**src/design/adc_consts.svh**
```systemverilog
// Register map, field positions, reset values and timing counts of the converter sequencer
`ifndef ADC_CONSTS_SVH
`define ADC_CONSTS_SVH

// ------------------------------------------------------------
// Register byte offsets
// ------------------------------------------------------------
`define OFS_CTRL 8'h00
`define OFS_PINCFG 8'h04
`define OFS_ACQCLK 8'h08
`define OFS_RESULT 8'h0C
`define OFS_STATUS 8'h10
`define OFS_PORT 8'h14

// ------------------------------------------------------------
// Field positions
// ------------------------------------------------------------
`define CTRL_EN_BIT 0
`define CTRL_GO_BIT 1
`define CTRL_CHAN_LSB 2
`define ACQCLK_CLK_LSB 0
`define ACQCLK_ACQ_LSB 3
`define ACQCLK_JUST_BIT 7
`define STATUS_DONE_BIT 0

// ------------------------------------------------------------
// Reset values
// ------------------------------------------------------------
`define ACQ_SEL_RST 3'h0
`define CLK_SEL_RST 3'h0
`define JUSTIFY_RST 1'h0
`define CHAN_RST 4'h0
`define PCFG_HI_RST 1'h0
`define PCFG_LO_STRAP1 3'h0
`define PCFG_LO_STRAP0 3'h7
`define RESULT_RST 16'h0000

// ------------------------------------------------------------
// Timing
// ------------------------------------------------------------
`define SYS_CLK_PERIOD_NS 8
`define INSTR_CYCLE_NS 32
`define INSTR_CYCLE_CLKS ((`INSTR_CYCLE_NS + `SYS_CLK_PERIOD_NS - 1) / `SYS_CLK_PERIOD_NS)
`define CONV_PERIODS 5'h0B
`define POST_WAIT_PERIODS 5'h02
`define SAR_MSB_TRIAL 10'h200

// Divider terminal counts (bit period minus one)
`define DIV_TC_2 6'h01
`define DIV_TC_4 6'h03
`define DIV_TC_8 6'h07
`define DIV_TC_16 6'h0F
`define DIV_TC_32 6'h1F
`define DIV_TC_64 6'h3F

// Programmed acquisition lengths in bit periods
`define ACQ_LEN_1 5'h02
`define ACQ_LEN_2 5'h04
`define ACQ_LEN_3 5'h06
`define ACQ_LEN_4 5'h08
`define ACQ_LEN_5 5'h0C
`define ACQ_LEN_6 5'h10
`define ACQ_LEN_7 5'h14

// Analog pin configuration decode
`define NUM_AN 13
`define PCFG_ALL_ANALOG_MAX 4'h2
`define PCFG_COUNT_BASE 5'h0F
`define NUM_AN_COUNT 5'h0D

`endif

```
**src/design/adc_pkg.sv**
```systemverilog
// Types shared by the converter sequencer and its bit period divider
package adc_pkg;

    // ------------------------------------------------------------
    // Sequencer states
    // ------------------------------------------------------------
    typedef enum logic [2:0] {
        ST_SAMPLE,
        ST_ACQ,
        ST_DELAY,
        ST_CONV,
        ST_WAIT
    } state_type;

    // ------------------------------------------------------------
    // Whole sequencer state
    // ------------------------------------------------------------
    typedef struct packed {
        state_type state;
        logic enable;
        logic go;
        logic [3:0] chan;
        logic [3:0] pcfg;
        logic justify;
        logic [2:0] acq_sel;
        logic [2:0] clk_sel;
        logic [15:0] result;
        logic done_flag;
        logic [4:0] cnt;
        logic [9:0] sar;
        logic sampling;
        logic [31:0] rdata;
        logic [1:0] cmp_sync;
        logic [1:0] strap_sync;
        logic [12:0] pin_s1;
        logic [12:0] pin_s2;
        logic [2:0] rc_sync;
    } seq_state_type;

    // ------------------------------------------------------------
    // Divider state
    // ------------------------------------------------------------
    typedef struct packed {
        logic [5:0] count;
        logic tick;
    } div_state_type;

endpackage

```
**src/design/bit_period_divider.sv**
```systemverilog
// Free-running divider giving one tick per conversion bit period
`timescale 1ns/1ps
`include "adc_consts.svh"

module bit_period_divider (
    // Clock and reset
    input wire logic sys_clk,
    input wire logic rst,
    // Selection
    input wire logic [2:0] conversion_clock_select,
    input wire logic rc_rise,
    // Bit period pulse
    output logic tick
);

    adc_pkg::div_state_type s;
    adc_pkg::div_state_type next_s;
    logic [5:0] tc;

    // Terminal count per clock select code
    always_comb begin
        case (conversion_clock_select)
            3'h0: tc = `DIV_TC_2;
            3'h4: tc = `DIV_TC_4;
            3'h1: tc = `DIV_TC_8;
            3'h5: tc = `DIV_TC_16;
            3'h2: tc = `DIV_TC_32;
            3'h6: tc = `DIV_TC_64;
            default: tc = `DIV_TC_2;
        endcase
    end

    // Counter free-runs so a period never waits on software
    always_comb begin
        next_s = s;
        if (conversion_clock_select[1:0] == 2'h3) begin
            next_s.count = 6'h00;
            next_s.tick = rc_rise;
        end else if (s.count >= tc) begin
            next_s.count = 6'h00;
            next_s.tick = 1'b1;
        end else begin
            next_s.count = s.count + 6'h01;
            next_s.tick = 1'b0;
        end
        if (rst) begin
            next_s.count = 6'h00;
            next_s.tick = 1'b0;
        end
    end

    // State register
    always_ff @(posedge sys_clk) begin
        s <= next_s;
    end

    assign tick = s.tick;

endmodule

```
**src/design/adc_sequencer.sv**
```systemverilog
// Acquisition and conversion sequencer of a 10-bit successive approximation converter
//
// Functional notes
// - Go with nonzero acquisition code samples the programmed periods, then converts.
// - Go with acquisition code 000 stops sampling and converts at once.
// - Acquisition select resets to the manual code 000.
// - Completion clears go, sets the complete flag, resumes sampling.
// - No status tells acquisition from conversion; go stays set through both.
// - A conversion lasts exactly 11 bit periods; here it ends on the 11th divider tick, after 10 to 11 periods.
// - Clock select 000/100/001/101/010/110 give 2..64 periods; x11 selects RC.
// - RC clock with manual acquisition delays conversion by one instruction cycle.
// - Clearing go aborts conversion; result pair keeps its old value.
// - After completion or abort wait two bit periods, then sample again.
// - Conversion works regardless of pin direction bits.
// - Port reads return zero for pins configured as analog inputs.
// - Low pin config bits reset to 000 with strap high, 111 when low.
// - Justify bit 1 gives right justified result, 0 left justified.
// - Acquisition codes 001..111 give 2,4,6,8,12,16,20 bit periods.
//
// The implementer's own choices: the APB register port and the register addresses.
`timescale 1ns/1ps
`include "adc_consts.svh"

module adc_sequencer (
    // Clock and reset
    input wire logic sys_clk,
    input wire logic rst,
    // APB slave
    input wire logic psel,
    input wire logic penable,
    input wire logic pwrite,
    input wire logic [7:0] paddr,
    input wire logic [31:0] pwdata,
    output logic [31:0] prdata,
    output logic pready,
    output logic pslverr,
    // Analog front end
    input wire logic comparator_high,
    input wire logic rc_clk_in,
    output logic hold_capacitor_connect,
    output logic [9:0] dac_code,
    output logic [3:0] channel_select,
    // Port pins and strap
    input wire logic [12:0] port_pins,
    input wire logic portb_analog_reset_cfg,
    // Status levels
    output logic conversion_complete_flag,
    output logic conversion_busy
);

    // ------------------------------------------------------------
    // Declarations
    // ------------------------------------------------------------
    adc_pkg::seq_state_type s;
    adc_pkg::seq_state_type next_s;
    logic tick;
    logic rc_rise;
    logic [4:0] acq_len;
    logic [4:0] analog_count;
    logic [12:0] analog_mask;
    logic [12:0] port_read;
    logic [15:0] justified;
    logic [9:0] sar_final;
    logic [3:0] bit_idx;
    logic mapped;
    logic wr_access;
    logic rd_setup;
    logic wr_ctrl;
    logic [31:0] rd_mux;
    logic [4:0] instr_clks;

    // ------------------------------------------------------------
    // Bit period source
    // ------------------------------------------------------------
    // RC clock edge seen only after two sync stages
    assign rc_rise = s.rc_sync[1] & ~s.rc_sync[2];

    bit_period_divider u_div (
        .sys_clk(sys_clk),
        .rst(rst),
        .conversion_clock_select(s.clk_sel),
        .rc_rise(rc_rise),
        .tick(tick)
    );

    // ------------------------------------------------------------
    // Decodes
    // ------------------------------------------------------------
    // Programmed acquisition length per code
    always_comb begin
        case (s.acq_sel)
            3'h1: acq_len = `ACQ_LEN_1;
            3'h2: acq_len = `ACQ_LEN_2;
            3'h3: acq_len = `ACQ_LEN_3;
            3'h4: acq_len = `ACQ_LEN_4;
            3'h5: acq_len = `ACQ_LEN_5;
            3'h6: acq_len = `ACQ_LEN_6;
            3'h7: acq_len = `ACQ_LEN_7;
            default: acq_len = 5'h00;
        endcase
    end

    // Number of analog channels for the pin configuration
    always_comb begin
        if (s.pcfg <= `PCFG_ALL_ANALOG_MAX) begin
            analog_count = `NUM_AN_COUNT;
        end else begin
            analog_count = `PCFG_COUNT_BASE - {1'b0, s.pcfg};
        end
    end

    // Analog pins read low on port reads
    genvar gi;
    generate
        for (gi = 0; gi < `NUM_AN; gi = gi + 1) begin : g_pin
            assign analog_mask[gi] = (5'(gi) < analog_count);
            assign port_read[gi] = s.pin_s2[gi] & ~analog_mask[gi];
        end
    endgenerate

    // Final code with the last bit resolved
    assign sar_final = {s.sar[9:1], s.cmp_sync[1]};

    // Result placement in the pair
    always_comb begin
        if (s.justify) begin
            justified = {6'h00, sar_final};
        end else begin
            justified = {sar_final, 6'h00};
        end
    end

    assign instr_clks = 5'(`INSTR_CYCLE_CLKS);
    assign bit_idx = 4'h9 - s.cnt[3:0];

    // ------------------------------------------------------------
    // APB decode
    // ------------------------------------------------------------
    assign wr_access = psel & penable & pwrite;
    assign rd_setup = psel & ~penable;
    assign mapped = (paddr == `OFS_CTRL) | (paddr == `OFS_PINCFG)
        | (paddr == `OFS_ACQCLK) | (paddr == `OFS_RESULT)
        | (paddr == `OFS_STATUS) | (paddr == `OFS_PORT);
    assign wr_ctrl = wr_access & (paddr == `OFS_CTRL);

    // Read mux; go reads set through acquisition and conversion alike
    always_comb begin
        rd_mux = 32'h00000000;
        case (paddr)
            `OFS_CTRL: begin
                rd_mux[`CTRL_EN_BIT] = s.enable;
                rd_mux[`CTRL_GO_BIT] = s.go;
                rd_mux[`CTRL_CHAN_LSB +: 4] = s.chan;
            end
            `OFS_PINCFG: rd_mux[3:0] = s.pcfg;
            `OFS_ACQCLK: begin
                rd_mux[`ACQCLK_CLK_LSB +: 3] = s.clk_sel;
                rd_mux[`ACQCLK_ACQ_LSB +: 3] = s.acq_sel;
                rd_mux[`ACQCLK_JUST_BIT] = s.justify;
            end
            `OFS_RESULT: rd_mux[15:0] = s.result;
            `OFS_STATUS: rd_mux[`STATUS_DONE_BIT] = s.done_flag;
            `OFS_PORT: rd_mux[12:0] = port_read;
            default: rd_mux = 32'h00000000;
        endcase
    end

    // ------------------------------------------------------------
    // Next state
    // ------------------------------------------------------------
    always_comb begin
        next_s = s;
        // Two-stage synchronisers for pins and the RC clock
        next_s.cmp_sync = {s.cmp_sync[0], comparator_high};
        next_s.strap_sync = {s.strap_sync[0], portb_analog_reset_cfg};
        next_s.pin_s1 = port_pins;
        next_s.pin_s2 = s.pin_s1;
        next_s.rc_sync = {s.rc_sync[1:0], rc_clk_in};

        // Read data captured in setup so it is steady in access
        if (rd_setup) begin
            next_s.rdata = rd_mux;
        end

        // Register writes
        if (wr_ctrl) begin
            next_s.enable = pwdata[`CTRL_EN_BIT];
            next_s.go = pwdata[`CTRL_GO_BIT];
            next_s.chan = pwdata[`CTRL_CHAN_LSB +: 4];
        end
        if (wr_access && paddr == `OFS_PINCFG) begin
            next_s.pcfg = pwdata[3:0];
        end
        if (wr_access && paddr == `OFS_ACQCLK) begin
            next_s.clk_sel = pwdata[`ACQCLK_CLK_LSB +: 3];
            next_s.acq_sel = pwdata[`ACQCLK_ACQ_LSB +: 3];
            next_s.justify = pwdata[`ACQCLK_JUST_BIT];
        end
        if (wr_access && paddr == `OFS_RESULT) begin
            next_s.result = pwdata[15:0];
        end
        // Write one to clear; a completion in the same cycle wins below
        if (wr_access && paddr == `OFS_STATUS && pwdata[`STATUS_DONE_BIT]) begin
            next_s.done_flag = 1'b0;
        end

        // Sequencer
        case (s.state)
            adc_pkg::ST_SAMPLE: begin
                next_s.sampling = 1'b1;
                if (s.go && s.enable) begin
                    next_s.cnt = 5'h00;
                    if (s.acq_sel != 3'h0) begin
                        next_s.state = adc_pkg::ST_ACQ;
                    end else if (s.clk_sel[1:0] == 2'h3) begin
                        next_s.state = adc_pkg::ST_DELAY;
                        next_s.sampling = 1'b0;
                    end else begin
                        next_s.state = adc_pkg::ST_CONV;
                        next_s.sampling = 1'b0;
                        next_s.sar = `SAR_MSB_TRIAL;
                    end
                end
            end
            adc_pkg::ST_ACQ: begin
                // Hold capacitor keeps tracking the input meanwhile
                if (!s.go || !s.enable) begin
                    next_s.state = adc_pkg::ST_WAIT;
                    next_s.cnt = 5'h00;
                end else if (tick) begin
                    if (s.cnt + 5'h01 >= acq_len) begin
                        next_s.state = adc_pkg::ST_CONV;
                        next_s.cnt = 5'h00;
                        next_s.sampling = 1'b0;
                        next_s.sar = `SAR_MSB_TRIAL;
                    end else begin
                        next_s.cnt = s.cnt + 5'h01;
                    end
                end
            end
            adc_pkg::ST_DELAY: begin
                // Leaves time for the sleep instruction to retire
                if (!s.go || !s.enable) begin
                    next_s.state = adc_pkg::ST_WAIT;
                    next_s.cnt = 5'h00;
                end else if (s.cnt + 5'h01 >= instr_clks) begin
                    next_s.state = adc_pkg::ST_CONV;
                    next_s.cnt = 5'h00;
                    next_s.sampling = 1'b0;
                    next_s.sar = `SAR_MSB_TRIAL;
                end else begin
                    next_s.cnt = s.cnt + 5'h01;
                end
            end
            adc_pkg::ST_CONV: begin
                if (!s.go || !s.enable) begin
                    // Partial code is dropped, result untouched
                    next_s.state = adc_pkg::ST_WAIT;
                    next_s.cnt = 5'h00;
                end else if (tick) begin
                    if (s.cnt + 5'h01 >= `CONV_PERIODS) begin
                        next_s.state = adc_pkg::ST_WAIT;
                        next_s.cnt = 5'h00;
                        next_s.result = justified;
                        next_s.go = 1'b0;
                        next_s.done_flag = 1'b1;
                    end else begin
                        next_s.cnt = s.cnt + 5'h01;
                        // One bit decided per period, MSB first
                        if (s.cnt < 5'h0A) begin
                            next_s.sar[bit_idx] = s.cmp_sync[1];
                            if (bit_idx != 4'h0) begin
                                next_s.sar[bit_idx - 4'h1] = 1'b1;
                            end
                        end
                    end
                end
            end
            adc_pkg::ST_WAIT: begin
                if (tick) begin
                    if (s.cnt + 5'h01 >= `POST_WAIT_PERIODS) begin
                        next_s.state = adc_pkg::ST_SAMPLE;
                        next_s.cnt = 5'h00;
                        next_s.sampling = 1'b1;
                    end else begin
                        next_s.cnt = s.cnt + 5'h01;
                    end
                end
            end
            default: begin
                next_s.state = adc_pkg::ST_SAMPLE;
                next_s.cnt = 5'h00;
            end
        endcase

        // Synchronous reset keeps the synchronisers running
        if (rst) begin
            next_s.state = adc_pkg::ST_SAMPLE;
            next_s.enable = 1'b0;
            next_s.go = 1'b0;
            next_s.chan = `CHAN_RST;
            next_s.acq_sel = `ACQ_SEL_RST;
            next_s.clk_sel = `CLK_SEL_RST;
            next_s.justify = `JUSTIFY_RST;
            next_s.result = `RESULT_RST;
            next_s.done_flag = 1'b0;
            next_s.cnt = 5'h00;
            next_s.sar = 10'h000;
            next_s.sampling = 1'b1;
            next_s.rdata = 32'h00000000;
            if (s.strap_sync[1]) begin
                next_s.pcfg = {`PCFG_HI_RST, `PCFG_LO_STRAP1};
            end else begin
                next_s.pcfg = {`PCFG_HI_RST, `PCFG_LO_STRAP0};
            end
        end
    end

    // ------------------------------------------------------------
    // State register
    // ------------------------------------------------------------
    always_ff @(posedge sys_clk) begin
        s <= next_s;
    end

    // ------------------------------------------------------------
    // Outputs
    // ------------------------------------------------------------
    // Zero-wait slave: every access ends in its first access cycle
    assign pready = 1'b1;
    assign pslverr = psel & penable & ~mapped;
    assign prdata = s.rdata;
    // Channel drives the mux whatever the pin direction bits say
    assign channel_select = s.chan;
    assign hold_capacitor_connect = s.sampling;
    assign dac_code = s.sar;
    assign conversion_complete_flag = s.done_flag;
    assign conversion_busy = s.go;

endmodule

```
**config.mk**
```make
export PLATFORM = sky130hd
export DESIGN_NAME = adc_sequencer
export DESIGN_NICKNAME = d
export VERILOG_FILES = /design/src/design/adc_pkg.sv /design/src/design/bit_period_divider.sv /design/src/design/adc_sequencer.sv
export VERILOG_INCLUDE_DIRS = /design/src /design/src/design
export SDC_FILE = /design/constraint.sdc
export NUM_CORES = 1
export LEC_CHECK = 0
export CORE_MARGIN = 2
export CORE_UTILIZATION = 64
export DETAILED_ROUTE_END_ITERATION = 6
export DONT_BUFFER_PORTS = 1
export GPL_ROUTABILITY_DRIVEN = 0
export HOLD_SLACK_MARGIN = 0.12
export PLACE_DENSITY = 0.77
export SETUP_SLACK_MARGIN = 0.05
export SYNTH_ARGS = -nofsm -noshare
export SYNTH_HDL_FRONTEND = slang
export SYNTH_SLANG_ARGS = --single-unit
```
**constraint.sdc**
```tcl
create_clock -name sys_clk -period 7 [get_ports sys_clk]
set_input_delay 0.7 -clock sys_clk [delete_from_list [all_inputs] [get_ports sys_clk]]
set_output_delay 0.7 -clock sys_clk [all_outputs]
set_load 0.1 [all_outputs]
```
== After elaboration in Yosys (flattened, before gate mapping) ==
Index checks and enable logic that the tools add are counted.
Storage, ports and cells
  logic and storage cells: 228
  flip-flop bits (word level): 109
  output and inout port bits: 51
  input port bits: 61
Operators by class
  equality and inequality tests: 41
  magnitude comparators: 24
  add/subtract/negate cells: 5
  reductions and logical operators: 23
  bitwise gates (word level): 41
  muxes and demuxes: 73
Operators by type and width (count)
  2-to-1 mux 16 bit: 5
  2-to-1 mux 76 bit: 1
  2-to-1 mux 11 bit: 5
  2-to-1 mux 17 bit: 3
  2-to-1 mux 10 bit: 5
  2-to-1 mux 5 bit: 10
  one-hot mux 10 bit (4 select lines): 1
  2-to-1 mux 3 bit: 13
  one-hot mux 5 bit (7 select lines): 1
  2-to-1 mux 32 bit: 1
  one-hot mux 3 bit (5 select lines): 2
  one-hot mux 6 bit (5 select lines): 1
  < comparator 4 x 5 -> 1 bit (first input constant): 5
  one-hot mux 5 bit (5 select lines): 1
  equality test 3 bit (second input constant): 8
  != test 2 bit (second input constant): 11
  < comparator 3 x 5 -> 1 bit (first input constant): 4
  AND 1 bit: 19
  equality test 8 x 4 -> 1 bit (second input constant): 2
  equality test 8 x 5 -> 1 bit (second input constant): 2
  inverter 1 bit: 16
  AND reduction 8 bit: 2
  equality test 3 x 2 -> 1 bit (second input constant): 5
  AND reduction 13 bit: 1
  46 further kinds: 83

== Logic depth before layout (Yosys ltp) ==
Gate-level depths: netlist of the first run.
  depth in word-level cells: 14
  depth in mapped cells: 13
  depth with buffers taken out: 11

== Hierarchy ==
A second synthesis of the first run with hierarchy kept.
Unflattened totals
  cell total of the unflattened synthesis: 653
  area, all modules: 5657.9 um^2
Modules (own cells, without submodules)
  adc_sequencer: cells each 604, sequential area each 2082.0 um^2, times used 1, area an instance 5192.5 um^2
  bit_period_divider: cells each 49, sequential area each 140.1 um^2, times used 1, area an instance 465.4 um^2

== Least setup slack after synthesis of the first run ==
OpenSTA, ideal clock, no wires.
  path type: input to output
  from: input port paddr[3]
  to: output port pslverr
  cell stages on the path: 4
  buffers on the path: 2
  arrival: 2.677 ns
  path slack: 3.623 ns
  required time: 6.300 ns
  path through: clkbuf_1 clkbuf_1 a211oi_1 nor2_1
Between the ends
  longest elaborated chain between the ends: 8
  elaborated cells between the ends (all ways): 13
  classes of those cells: eq/ne: 5; bitwise: 7; reduce/logical: 1
Ends and longest elaborated chain
  start: declaration: line adc_sequencer.sv:32  | input wire logic [7:0] paddr,
  equality test 8 x 3 -> 1 bit / logical NOT 8 bit (equally long branches)
  bitwise OR 1 bit (4 in a row): line adc_sequencer.sv:141  | assign mapped = (paddr == `OFS_CTRL) | (paddr == `OFS_PINCFG)
  bitwise OR 1 bit (*): line adc_sequencer.sv:141
  inverter 1 bit (*): line adc_sequencer.sv:331  | assign pslverr = psel & penable & ~mapped;
  AND 1 bit (*): line adc_sequencer.sv:331
  end: declaration: line adc_sequencer.sv:36  | output logic pslverr,
Mark *: on every way between the ends. The rest lies on a longest branch, timed or not.

== Final worst setup path of the first run ==
  from: register s[76] in the netlist's numbering
  to: register s, in the netlist hold_capacitor_connect
Between the ends
  longest elaborated chain between the ends: 4
  elaborated cells between the ends (all ways): 8
  classes of those cells: add/sub: 1; order compare: 3; eq/ne: 3; reduce/logical: 1
Ends and longest elaborated chain
  start: declaration: line adc_sequencer.sv:54  | adc_pkg::seq_state_type s;
  start signal: assignment: line adc_sequencer.sv:323  | s <= next_s;
  adder 5 x 1 -> 5 bit (*): line adc_sequencer.sv:231, adc_sequencer.sv:246, adc_sequencer.sv:281
  greater-or-equal comparator 5 x 3 -> 1 bit (tied with other cells): line adc_sequencer.sv:246  | end else if (s.cnt + 5'h01 >= instr_clks) begin
  != test 2 bit (no line)
  AND reduction 8 bit (no line) (*)
Marks and branches as above.
A chain may end at the register's enable or synchronous reset.

==> results.txt, run 1 <==
----------------------------------------------------
[STA]
  Maximum frequency from static timing analysis ... 263 MHz
  Final worst-path cycle share ... 54.3%
  Total negative setup slack ... 0 ps
  Final Hold Vio Count ... 0
  Fin crit period ... 3800 ps
  Relative slew slack ... 22.9%
  Worst Max-Slew Pin Slew ... 1150 ps
  Final setup fails ... 0
  Final Max Tran Viols ... 0
  RSZ-0062 raised after global routing ... no
  Clock tree skew after final layout ... 8.50 ps
  Hold Slack ... 335 ps

[Yosys]
  Post-Synthesis Mean Instance Area ... 8.69 µm²
  Share of the synthesized area in the top cell type ... 37.2%
  Ys flop type ... dfxtp_1
  Cell accounting for the most synthesized area ... dfxtp_1
  Proportion of register bits with asynchronous set or reset after synthesis ... 0%
  Number of instances in the synthesized netlist ... 651
  EDFF count, synth ... 4
  Post-synthesis cell area ... 5660 µm²
  Yosys synthesis warning count ... 0
  Commonest cells post-synth ... dfxtp_1, nand2_1, buf_4
  Most frequent cell after synthesis ... dfxtp_1
  Leading post-synthesis cells by cell area ... dfxtp_1, mux2i_1, buf_4
  Post-synthesis register bit count ... 109
  Number of unique standard cell types used by synthesis ... 63
  Fraction of the yosys area taken by sequential cells ... 39.3%

[Detailed routing]
  Via density per instance ... 6.32
  DRT Pass-1 Iters ... 5
  Wire length reported by the detailed router ... 12800 µm
  Mean routed wirelength per cell ... 18.1 µm
  Total via count after detailed routing ... 4481
  DRT antenna net count ... 0
  Iteration-0 DRC count of the detailed router ... 344
  Total DRC errors in the routed layout ... 0

[Setup path]
  Max FO, Critical Path ... 12
  Startpoint Class ... register
  Critical Path Slowest Stage Cell ... or4_1
  Req. time, crit path ... 7280 ps
  Slowest Stage Delay on Critical Path ... 690 ps
  Worst Setup Path Type ... reg -> reg
  Buffers and inverters on the worst path ... 1
  Cell count of the worst reg-to-reg path ... 11
  Reg-to-reg endpoint ... hold_capacitor_connect
  Family with the most delay on the worst path ... simple AND/OR/NAND/NOR gates
  Nature of the critical path endpoint ... register
  Cell-by-cell listing of the critical path ... ha_1 > nand3_1 > xor2_1 > inv_1 > ha_1 > o211ai_1 > a31oi_1 > or4_1 > nand3_1 > or4_1 > a21o_1
  Beginning of the worst register-to-register path ... s[76]
  Worst-case register-to-register setup slack ... 3200 ps
  Worst endpoint data arrival time ... 4080 ps

[Placed design]
  Half-perimeter wire length of the detailed placement result ... 9310 µm
  IO Port Bufs ... 0

[Die]
  Area of the placeable core ... 8640 µm²
  Cell row count ... 34
  Die area ... 9610 µm²
  Die width ... 98.0 µm
  Initial Util ... 65.5%
  Die H ... 98.0 µm
  I/O pin total ... 112

[Clock tree]
  Later-pin clock latency in the skew report ... 380 ps
  Reg clk slew, reported paths ... 110 ps
  Level count of the clock H-tree ... 3
  Quantity of hold-fixing buffers added after cts ... 0
  Buffer depth of the longest clock path ... 2
  Post-cts repair resize count ... 0
  Sink Count ... 109
  Clock buffer count from CTS ... 9
  TritonCTS clock tree ... yes
  Post-CTS Setup Bufs ... 0
  Library cell used as clock root buffer ... clkbuf_8

[Finish]
  Sequential cell area ... 2220 µm²
  Number of nets in the finished design ... 680
  Antenna cells ... 0
  Fillers ... 747
  Synth-to-Final Area Change ... -1.84%
  Fraction of layout instances using a drive strength above 1 ... 4.66%
  Area of combinational cells with multiple inputs ... 2910 µm²

[Min path]
  HP Class ... in -> reg
  Capture endpoint of the worst hold path ... next_s[30]
  Hold-critical path depth ... 0
  Startpoint of the lowest-slack hold path ... portb_analog_reset_cfg

[Global routing]
  Number of global-route vias before repair ... 4251
  Gr usage total ... 27.3%
  Number of antenna violations at the first check in global routing ... 1
  Largest net degree at the start of global routing ... 50
  Wire length of the first global-routing pass ... 21300 µm
  Overflow left after global routing ... 0

[Power]
  Maximum vdd ir drop ... 160 µV
  Leakage power ... 2.10 nW
  Power per unit of standard cell area ... 263 nW/µm²
  Overall power of the completed layout ... 0.00146 W

[Run]
  Max-cap violation count ... 0

[Run status]
  Status ... complete, no violations

----------------------------------------------------
-- routing by layer --
| metal | vias to the layer above | track usage [%] | wire length (µm) |
|---|---|---|---|
| met3 | 28 | 8.30 | 1340 |
| met4 | 2 | 9.29 | 273 |
| li1 | 2143 | - | - |
| met5 | - | 0 | 13 |
| met1 | 2075 | 37.4 | 5450 |
| met2 | 233 | 41.1 | 5720 |
-- power breakdown --
group          internal, W  total [W]  switching [W]  leakage [nW]
Clock             0.000137   0.000365       0.000228        0.0921
Combinational    0.0000977   0.000330       0.000232          1.11
Sequential        0.000660   0.000765       0.000105         0.900
Total             0.000895    0.00146       0.000565          2.10
-- sequential cells by signal (all words and copies together), names as in the netlist, 4 cells and up --
register / count
channel_select: 4
dac_code: 10
next_s: 17
prdata: 16
s: 52
u_div.s: 6
-- area by class of cell --
cell class | count | area share (%)
well taps | 108 | 2.43
multi-input cells | 452 | 52.4
flip-flops and latches | 109 | 40.0
repair buffers | 3 | 0.405
inverters | 21 | 1.42
clock buffers | 10 | 2.30
clock inverters | 6 | 1.06
-- through the flow --
stage	cell area (µm²)	setup WS, ps	std cells	util [%]
after global placement	5370	3370	693	62.2
after global routing	5550	2940	709	64.3
after detailed placement	5370	3330	693	62.2
after CTS	5550	3290	709	64.3
after floorplan	5710	3620	666	-
final	5550	3200	709	64.3
-- cell usage in the layout, fill, tap and decap left out, types with 15 or more instances in the layout --
cell type,count
dfxtp_1,105
nand2_1,56
nor2_1,44
a21oi_1,41
mux2i_1,36
nand3_1,35
o21ai_0,29
ha_1,23
inv_1,21
o21ai_1,21
conb_1,17
o211ai_1,16
a211oi_1,15
-- how the worst max path moves through the flow --
| stage | slack [ps] | end | depth (start not counted) | from |
|---|---|---|---|---|
| 6_report | 3200 | hold_capacitor_connect | 11 | s[76] |
| 5_1_grt | 2940 | hold_capacitor_connect | 11 | s[76] |
| 4_1_cts | 3290 | hold_capacitor_connect | 11 | s[76] |
| 3_5_place_dp | 3330 | hold_capacitor_connect | 11 | s[76] |
| 3_3_place_gp | 3370 | hold_capacitor_connect | 11 | s[76] |
| 2_1_floorplan | 3620 | pslverr | 4 | paddr[3] |
-- cell families (layout without fill, tap and decap cells) --
group                    Yosys count  in the layout  synth area share, %
buffers and inverters            105             40                 10.3
flip-flops                       109            109                 39.3
other                              2             17                0.133
XOR/XNOR                           9              9                 1.39
adder cells (fa/ha/maj)           23             23                 5.09
AND/OR/NAND/NOR                  195            195                 17.1
AO/OA/AOI/OAI                    169            169                 19.3
multiplexers                      39             39                 7.36
Power figures use the tool's default switching activity.
==> run 2, diff against run 1 <==
--- a/config.mk
+++ b/config.mk
@@ -7,12 +7,12 @@
 export NUM_CORES = 1
 export LEC_CHECK = 0
 export CORE_MARGIN = 2
-export CORE_UTILIZATION = 64
+export CORE_UTILIZATION = 58
 export DETAILED_ROUTE_END_ITERATION = 6
 export DONT_BUFFER_PORTS = 1
 export GPL_ROUTABILITY_DRIVEN = 0
 export HOLD_SLACK_MARGIN = 0.12
-export PLACE_DENSITY = 0.77
+export PLACE_DENSITY = 0.73
 export SETUP_SLACK_MARGIN = 0.05
 export SYNTH_ARGS = -nofsm -noshare
 export SYNTH_HDL_FRONTEND = slang
==> constraint.sdc (replaced) <==
create_clock -name sys_clk -period 3.1 [get_ports sys_clk]
set_input_delay 0.31 -clock sys_clk [delete_from_list [all_inputs] [get_ports sys_clk]]
set_output_delay 0.31 -clock sys_clk [all_outputs]
set_load 0.1 [all_outputs]
==> run 2 against run 1 <==
- via count is 5.6% higher
- routed wire length rose by 8.4%
- fmax grew 33%
- hold slack got worse by 210 ps
- combinational power grew to 2.7 times the previous value
- highest routed layer is now met4
- clock power increased to 2.6 times the previous value
- worst setup slack lost 3000 ps
- register-to-register slack got worse by 3000 ps
==> results.txt, run 2 (synthesis results as in run 1) <==
----------------------------------------------------
[Run status]
  Status ... complete, no violations

[STA]
  Worst Max-Slew Pin Slew ... 1070 ps (-80.4 ps)
  Final Hold Vio Count ... 0 (unchanged)
  Final setup fails ... 0 (unchanged)
  Worst Slack Setup Final ... 240 ps (-2960 ps)
  Total negative setup slack ... 0 ps (unchanged)
  RSZ-0062 raised after global routing ... no
  Final Max Tran Viols ... 0 (unchanged)
  Maximum frequency from static timing analysis ... 350 MHz (+33%)
  Fin crit period ... 2860 ps (-940 ps)
  Clock tree skew after final layout ... 9.94 ps (+1.44 ps)
  Relative slew slack ... 28.3% (+5.4 points)
  Final worst-path cycle share ... 92.3% (+38 points)

[Finish]
  Leading cell type in the layout, fill and taps excluded ... dfxtp_1
  Number of nets in the finished design ... 732 (+7.6%)
  End-of-flow core utilization ... 63.5% (-0.83 points)
  Fraction of layout instances using a drive strength above 1 ... 8.88% (+4.2 points)
  Most used cells in the layout excluding fill and tap cells ... dfxtp_1, nand2_1, nor2_1
  Antenna cells ... 0 (unchanged)
  Top register by number of flip-flops ... s
  Summed area of non-filler cells in the final layout ... 6120 µm² (+10%)
  Number of flip-flops in the largest register ... 52 (unchanged)
  Synth-to-Final Area Change ... 8.16%

[Detailed routing]
  DRT Pass-1 Iters ... 5 (unchanged)
  Wire length reported by the detailed router ... 13900 µm (+8.4%)
  Total DRC errors in the routed layout ... 0 (unchanged)
  DRT antenna net count ... 0 (unchanged)
  Via density per instance ... 6.02 (-4.7%)
  Mean routed wirelength per cell ... 17.7 µm (-2.2%)
  Iteration-0 DRC count of the detailed router ... 308 (-10%)
  Total via count after detailed routing ... 4734 (+5.6%)

[Placed design]
  Placement-stage worst setup slack ... 139 ps (-3190 ps)
  Half-perimeter wire length of the detailed placement result ... 9470 µm (+1.7%)
  IO Port Bufs ... 0 (unchanged)
  Placed cell area ... 5590 µm² (+4.2%)

[Global routing]
  Gr usage total ... 27.0% (-0.24 points)
  Wire length of the first global-routing pass ... 22200 µm (+4.3%)
  Number of global-route vias before repair ... 4475 (+5.3%)
  Largest net degree at the start of global routing ... 43 (-14%)
  Overflow left after global routing ... 0 (unchanged)
  Number of antenna violations at the first check in global routing ... 0 (-1)

[Power]
  Leakage power ... 2.38 nW (+13%)
  Maximum vdd ir drop ... 395 µV (+150%)
  Power share of the clock group ... 27.2% (+2.2 points)
  Power per unit of standard cell area ... 578 nW/µm² (+120%)
  Relative contribution of sequential cells to total power ... 47.5% (-4.9 points)
  P_sw ... 0.00134 W (+140%)
  Share of total power consumed by net switching ... 38.0% (-0.71 points)
  Part of the total power dissipated in combinational logic ... 25.3% (+2.7 points)
  Power Internal ... 0.00219 W (+140%)

[Setup path]
  Worst endpoint data arrival time ... 3200 ps (-880 ps)
  Most common cell on crit path ... ha_1
  Cell-by-cell listing of the critical path ... ha_1 > a21boi_0 > or2_2 > ha_1 > a211o_1 > or4_1 > and3_1 > nand2_1 > a31o_1
  Worst Setup Path Type ... reg -> reg
  Max FO, Critical Path ... 8 (-4)
  Critical Path Slowest Stage Cell ... or4_1
  Startpoint Class ... register
  Req. time, crit path ... 3440 ps (-3840 ps)
  Slowest Stage Delay on Critical Path ... 590 ps (-100 ps)
  Nature of the critical path endpoint ... register

[Clock tree]
  Library cell used as clock root buffer ... clkbuf_8
  Level count of the clock H-tree ... 3 (unchanged)
  Later-pin clock latency in the skew report ... 390 ps (about the same)
  Reg clk slew, reported paths ... 110 ps (about the same)
  Clock buffer count from CTS ... 9 (unchanged)
  TritonCTS clock tree ... yes
  Sink Count ... 109 (unchanged)
  Buffer depth of the longest clock path ... 2 (unchanged)

[Die]
  Die H ... 103 µm (+4.8%)
  Area of the placeable core ... 9640 µm² (+12%)
  I/O pin total ... 112 (unchanged)
  Cell row count ... 36 (+5.9%)
  Die width ... 103 µm (+4.8%)
  Initial Util ... 58.7% (-6.8 points)
  Die area ... 10600 µm² (+9.9%)

[Run]
  Max-cap violation count ... 0 (unchanged)

[Min path]
  HP Class ... in -> reg

----------------------------------------------------
-- run 2: cell count changes in the layout (fill, tap and decap cells not counted), moves of 2 or more --
cell,change
dfxtp_2,+2
buf_12,+2
dlygate4sd3_1,+27
dfxtp_1,-2
buf_4,+23
inv_6,+2
-- run 2: layer usage --
metal  vias to the layer above  GRT usage [%]  wire length (µm)  share of wire, %
met4                         0           9.62               333               2.4
met2                       201           44.1              6590                47
met5                         -              0                 0                 0
met3                        31           6.03              1130               8.1
li1                       2244              -                 -                 -
met1                      2258           35.4              5830                42
-- run 2: final cells by class --
cell class	count	area, µm²
Clock buffer	9	124
Clock inverter	7	100
Fill cell	806	3520
Inverter	21	78.8
Multi-Input combinational cell	452	2920
Sequential cell	109	2220
Tap cell	133	166
Timing Repair Buffer	55	505
-- run 2: critical path, delay by kind of cell, from the launching register on --
family / cells / cell delay, ps
AND/OR/NAND/NOR: 4 / 1380
AO/OA/AOI/OAI: 3 / 600
adder cells (fa/ha/maj): 2 / 410
flip-flops: 1 / 420
-- run 2: path summary, 6_finish.rpt --
kind	startpoint	endpoint	slack, ps	cells past startpoint
hold reg to reg	next_s[3]	s[3]	330	0
setup reg to reg	s[78]	dac_code[7]	240	9
hold / removal	pwdata[13]	s[95]	130	2
setup / recovery	s[78]	dac_code[7]	240	9
-- run 2: timing repair --
| item | CTS | global route |
|---|---|---|
| resized for setup | 0 | 4 |
| hold buffers | 28 | 0 |
| setup endpoints to repair | 0 | 12 |
| buffers inserted | 0 | 0 |
| hold endpoints to repair | 66 | 0 |
-- run 2: stage by stage --
step / hold slack [ps] / std cells / total power [W]
after floorplan: 310 / 666 / 0.00238
after global placement: 312 / 742 / 0.00252
after detailed placement: 312 / 742 / 0.00254
after CTS: 124 / 786 / 0.00353
after global routing: 128 / 786 / 0.00369
final: 126 / 786 / 0.00354
-- run 2: power by group through the flow --
stage | Clock [W] | Combinational [W] | Sequential (W)
detailed placement | 0 | 0.000830 | 0.00171
floorplan | 0 | 0.000796 | 0.00159
CTS | 0.000976 | 0.000881 | 0.00167
finish | 0.000963 | 0.000893 | 0.00168
global placement | 0 | 0.000820 | 0.00170
global route | 0.00102 | 0.000976 | 0.00169
==> run 3, diff against run 2 <==
--- a/config.mk
+++ b/config.mk
@@ -6,14 +6,15 @@
 export SDC_FILE = /design/constraint.sdc
 export NUM_CORES = 1
 export LEC_CHECK = 0
-export CORE_MARGIN = 2
-export CORE_UTILIZATION = 58
+export CORE_MARGIN = 5
+export CORE_UTILIZATION = 50
 export DETAILED_ROUTE_END_ITERATION = 6
 export DONT_BUFFER_PORTS = 1
 export GPL_ROUTABILITY_DRIVEN = 0
 export HOLD_SLACK_MARGIN = 0.12
-export PLACE_DENSITY = 0.73
+export PLACE_DENSITY = 0.65
 export SETUP_SLACK_MARGIN = 0.05
 export SYNTH_ARGS = -nofsm -noshare
 export SYNTH_HDL_FRONTEND = slang
+export SYNTH_HIERARCHICAL = 1
 export SYNTH_SLANG_ARGS = --single-unit
==> run 3 against run 2 <==
- clock power grew 19%
- final cell count increased by 0.76%
- global-route usage down 5.9 points
- sequential power fell by 7%
==> results.txt, run 3 <==
----------------------------------------------------
[Run]
  Max-cap violation count ... 0 (unchanged)

[Detailed routing]
  Mean routed wirelength per cell ... 18.0 µm (+1.9%)
  Total DRC errors in the routed layout ... 0 (unchanged)
  Via density per instance ... 5.92 (-1.8%)
  Iteration-0 DRC count of the detailed router ... 437 (+42%)
  Wire length reported by the detailed router ... 14300 µm (+2.7%)
  DRT Pass-1 Iters ... 5 (unchanged)
  Total via count after detailed routing ... 4686 (-1.0%)
  DRT antenna net count ... 0 (unchanged)

[Power]
  P_sw ... 0.000895 W (-33%)
  Power share of the clock group ... 38.2% (+11 points)
  Power per unit of standard cell area ... 490 nW/µm² (-15%)
  Share of total power consumed by net switching ... 29.6% (-8.4 points)
  Relative contribution of sequential cells to total power ... 51.6% (+4.1 points)
  Part of the total power dissipated in combinational logic ... 10.2% (-15 points)
  Leakage power ... 2.34 nW (-2.0%)
  Maximum vdd ir drop ... 379 µV (-4.2%)
  Power Internal ... 0.00213 W (-2.8%)

[Clock tree]
  Clock buffer count from CTS ... 9 (unchanged)
  Library cell used as clock root buffer ... clkbuf_16
  Level count of the clock H-tree ... 3 (unchanged)
  TritonCTS clock tree ... yes
  Buffer depth of the longest clock path ... 2 (unchanged)
  Sink Count ... 109 (unchanged)
  Reg clk slew, reported paths ... 70 ps (-40 ps)
  Later-pin clock latency in the skew report ... 350 ps (-40 ps)

[Die]
  Area of the placeable core ... 11000 µm² (+14%)
  Die area ... 13500 µm² (+28%)
  Cell row count ... 38 (+5.6%)
  Initial Util ... 51.5% (-7.2 points)
  I/O pin total ... 112 (unchanged)
  Die width ... 116 µm (+13%)
  Die H ... 116 µm (+13%)

[Yosys]
  Proportion of register bits with asynchronous set or reset after synthesis ... 0% (unchanged)
  Mux contribution to synthesized area ... 4.82% (-2.5 points)
  Most frequent cell after synthesis ... dfxtp_1
  Post-Synth XOR/XNOR Area ... 1.37% (-0.022 points)
  Number of instances in the synthesized netlist ... 653 (+0.31%)
  Share of the synthesized area in the top cell type ... 37.2% (unchanged)
  Post-Synthesis Mean Instance Area ... 8.66 µm² (-0.31%)
  Post-synthesis register bit count ... 109 (unchanged)
  Cell accounting for the most synthesized area ... dfxtp_1
  Fraction of the yosys area taken by sequential cells ... 39.3% (unchanged)
  Commonest cells post-synth ... dfxtp_1, nand2_1, nand3_1
  Synth Area in Simple Gates ... 19.3% (+2.2 points)
  Post-synthesis cell area ... 5660 µm² (unchanged)
  Ys flop type ... dfxtp_1
  Share of the synthesized area in compound gates (AO/OA/AOI/OAI) ... 19.3% (+0.022 points)
  Leading post-synthesis cells by cell area ... dfxtp_1, buf_4, ha_1
  Combinational family with the most area after synthesis ... compound AO/OA/AOI/OAI gates
  EDFF count, synth ... 4 (unchanged)
  Number of unique standard cell types used by synthesis ... 61 (-3.2%)
  Yosys synthesis warning count ... 6 (+6)
  Adder-cell share of the synthesized area ... 5.48% (+0.40 points)

[Setup path]
  Worst Setup Path Type ... reg -> reg
  Startpoint Class ... register
  Req. time, crit path ... 3370 ps (-70 ps)
  Nature of the critical path endpoint ... register
  Max FO, Critical Path ... 11 (+3)
  Worst endpoint data arrival time ... 3160 ps (-40 ps)

[STA]
  Fin crit period ... 2890 ps (+29.9 ps)
  Final Hold Vio Count ... 0 (unchanged)
  Worst Max-Slew Pin Slew ... 998 ps (-76.0 ps)
  Total negative setup slack ... 0 ps (unchanged)
  RSZ-0062 raised after global routing ... no
  Clock tree skew after final layout ... 8.31 ps (-1.64 ps)
  Relative slew slack ... 33.4% (+5.1 points)
  Final Max Tran Viols ... 0 (unchanged)
  Final worst-path cycle share ... 93.2% (+0.96 points)
  Final setup fails ... 0 (unchanged)
  Maximum frequency from static timing analysis ... 346 MHz (-1.0%)

[Finish]
  Number of flip-flops in the largest register ... 52 (unchanged)
  Fillers ... 991 (+23%)
  Synth-to-Final Area Change ... 9.07%
  Summed area of non-filler cells in the final layout ... 6170 µm² (+0.84%)
  Top register by number of flip-flops ... s
  Most used cells in the layout excluding fill and tap cells ... dfxtp_1, nand2_1, nand3_1
  Leading cell type in the layout, fill and taps excluded ... dfxtp_1
  Antenna cells ... 0 (unchanged)
  Fraction of layout instances using a drive strength above 1 ... 10.1% (+1.2 points)
  Number of nets in the finished design ... 732 (unchanged)

[Run status]
  Status ... complete, no violations

[Global routing]
  Overflow left after global routing ... 0 (unchanged)
  Largest net degree at the start of global routing ... 62 (+44%)
  Gr usage total ... 21.1% (-5.9 points)
  Number of antenna violations at the first check in global routing ... 0 (unchanged)
  Wire length of the first global-routing pass ... 22600 µm (+2.0%)
  Number of global-route vias before repair ... 4587 (+2.5%)

[Placed design]
  IO Port Bufs ... 0 (unchanged)
  Half-perimeter wire length of the detailed placement result ... 9840 µm (+3.9%)
  Placed cell area ... 5590 µm² (unchanged)

[Min path]
  HP Class ... in -> reg

----------------------------------------------------
## run 3: cell count changes after synthesis, moves of 4 or more
cell / change
nand3_1: +15
nand2b_1: +9
inv_1: -4
a21oi_1: +5
nor3_1: +6
o211ai_1: -11
mux2i_1: -11
a311oi_1: +18
o21ai_1: -19
## run 3: layout make-up
type,instances,area (µm²),area share [%]
sequential,109,2230,36.1
multi-input combinational,456,2920,47.3
tap,140,175,2.84
clock buffer,9,225,3.65
clock inverter,7,75.1,1.22
inverter,17,63.8,1.03
timing repair buffer,54,485,7.87
## run 3: worst paths after layout
check	startpoint	to	slack, ps	cells after the start
max	s[79]	dac_code[5]	210	11
min	pwdata[5]	channel_select[3]	130	2
max reg2reg	s[79]	dac_code[5]	210	11
min reg2reg	next_s[30]	s[30]	330	0
## run 3: cells by family (layout without fill, tap and decap cells)
family | count (synthesis) | after routing
other | 2 | 17
and+or+nand+nor | 220 | 220
muxes | 26 | 26
DFF | 109 | 109
buffers and inverters | 103 | 87
xor gates and xnor gates | 8 | 8
adders and majority gates | 25 | 25
AOI/OAI and AO/OA | 160 | 160
## run 3: critical path: stages, from the launching register on
cell and delay [ps]:
dfxtp_1 570, and3b_1 250, or2_2 300, ha_1 310, nand3_1 80, a21oi_1 240
a211oi_4 110, nor4_4 380, buf_4 250, buf_4 160, nand3_1 60, o21ai_0 100
## run 3: metrics by stage
| step | util [%] | power, W | hold WS (ps) | setup WS (ps) | std cells |
|---|---|---|---|---|---|
| global route | 56.2 | 0.00315 | 120 | 83.9 | 792 |
| finish | 56.2 | 0.00303 | 128 | 210 | 792 |
| detailed placement | 50.9 | 0.00186 | 312 | 151 | 751 |
| floorplan | - | 0.00186 | 310 | 567 | 668 |
| global placement | 50.9 | 0.00185 | 311 | 320 | 751 |
| CTS | 56.1 | 0.00305 | 122 | 133 | 792 |
## run 3: timing repair
| action | CTS | global route |
|---|---|---|
| buffers inserted | 0 | 0 |
| endpoints found under the hold margin | 77 | 0 |
| hold buffers | 25 | 0 |
| endpoints found under the setup margin | 0 | 5 |
| resized for setup | 0 | 4 |
## run 3: power by group through the flow
| stage | combinational (W) | clock, W | sequential [W] |
|---|---|---|---|
| 2_1_floorplan | 0.000326 | 0 | 0.00153 |
| 6_report | 0.000309 | 0.00115 | 0.00156 |
| 4_1_cts | 0.000309 | 0.00118 | 0.00156 |
| 5_1_grt | 0.000332 | 0.00124 | 0.00157 |
| 3_5_place_dp | 0.000266 | 0 | 0.00159 |
| 3_3_place_gp | 0.000262 | 0 | 0.00159 |
## run 3: per-layer routing
metal / GRT usage [%] / wire [µm] / vias to the layer above
met3: 6.17 / 1210 / 15
met4: 6.34 / 155 / 0
met1: 28.3 / 6330 / 2222
li1: - / - / 2271
met2: 33.1 / 6560 / 178
met5: 0 / 0 / -
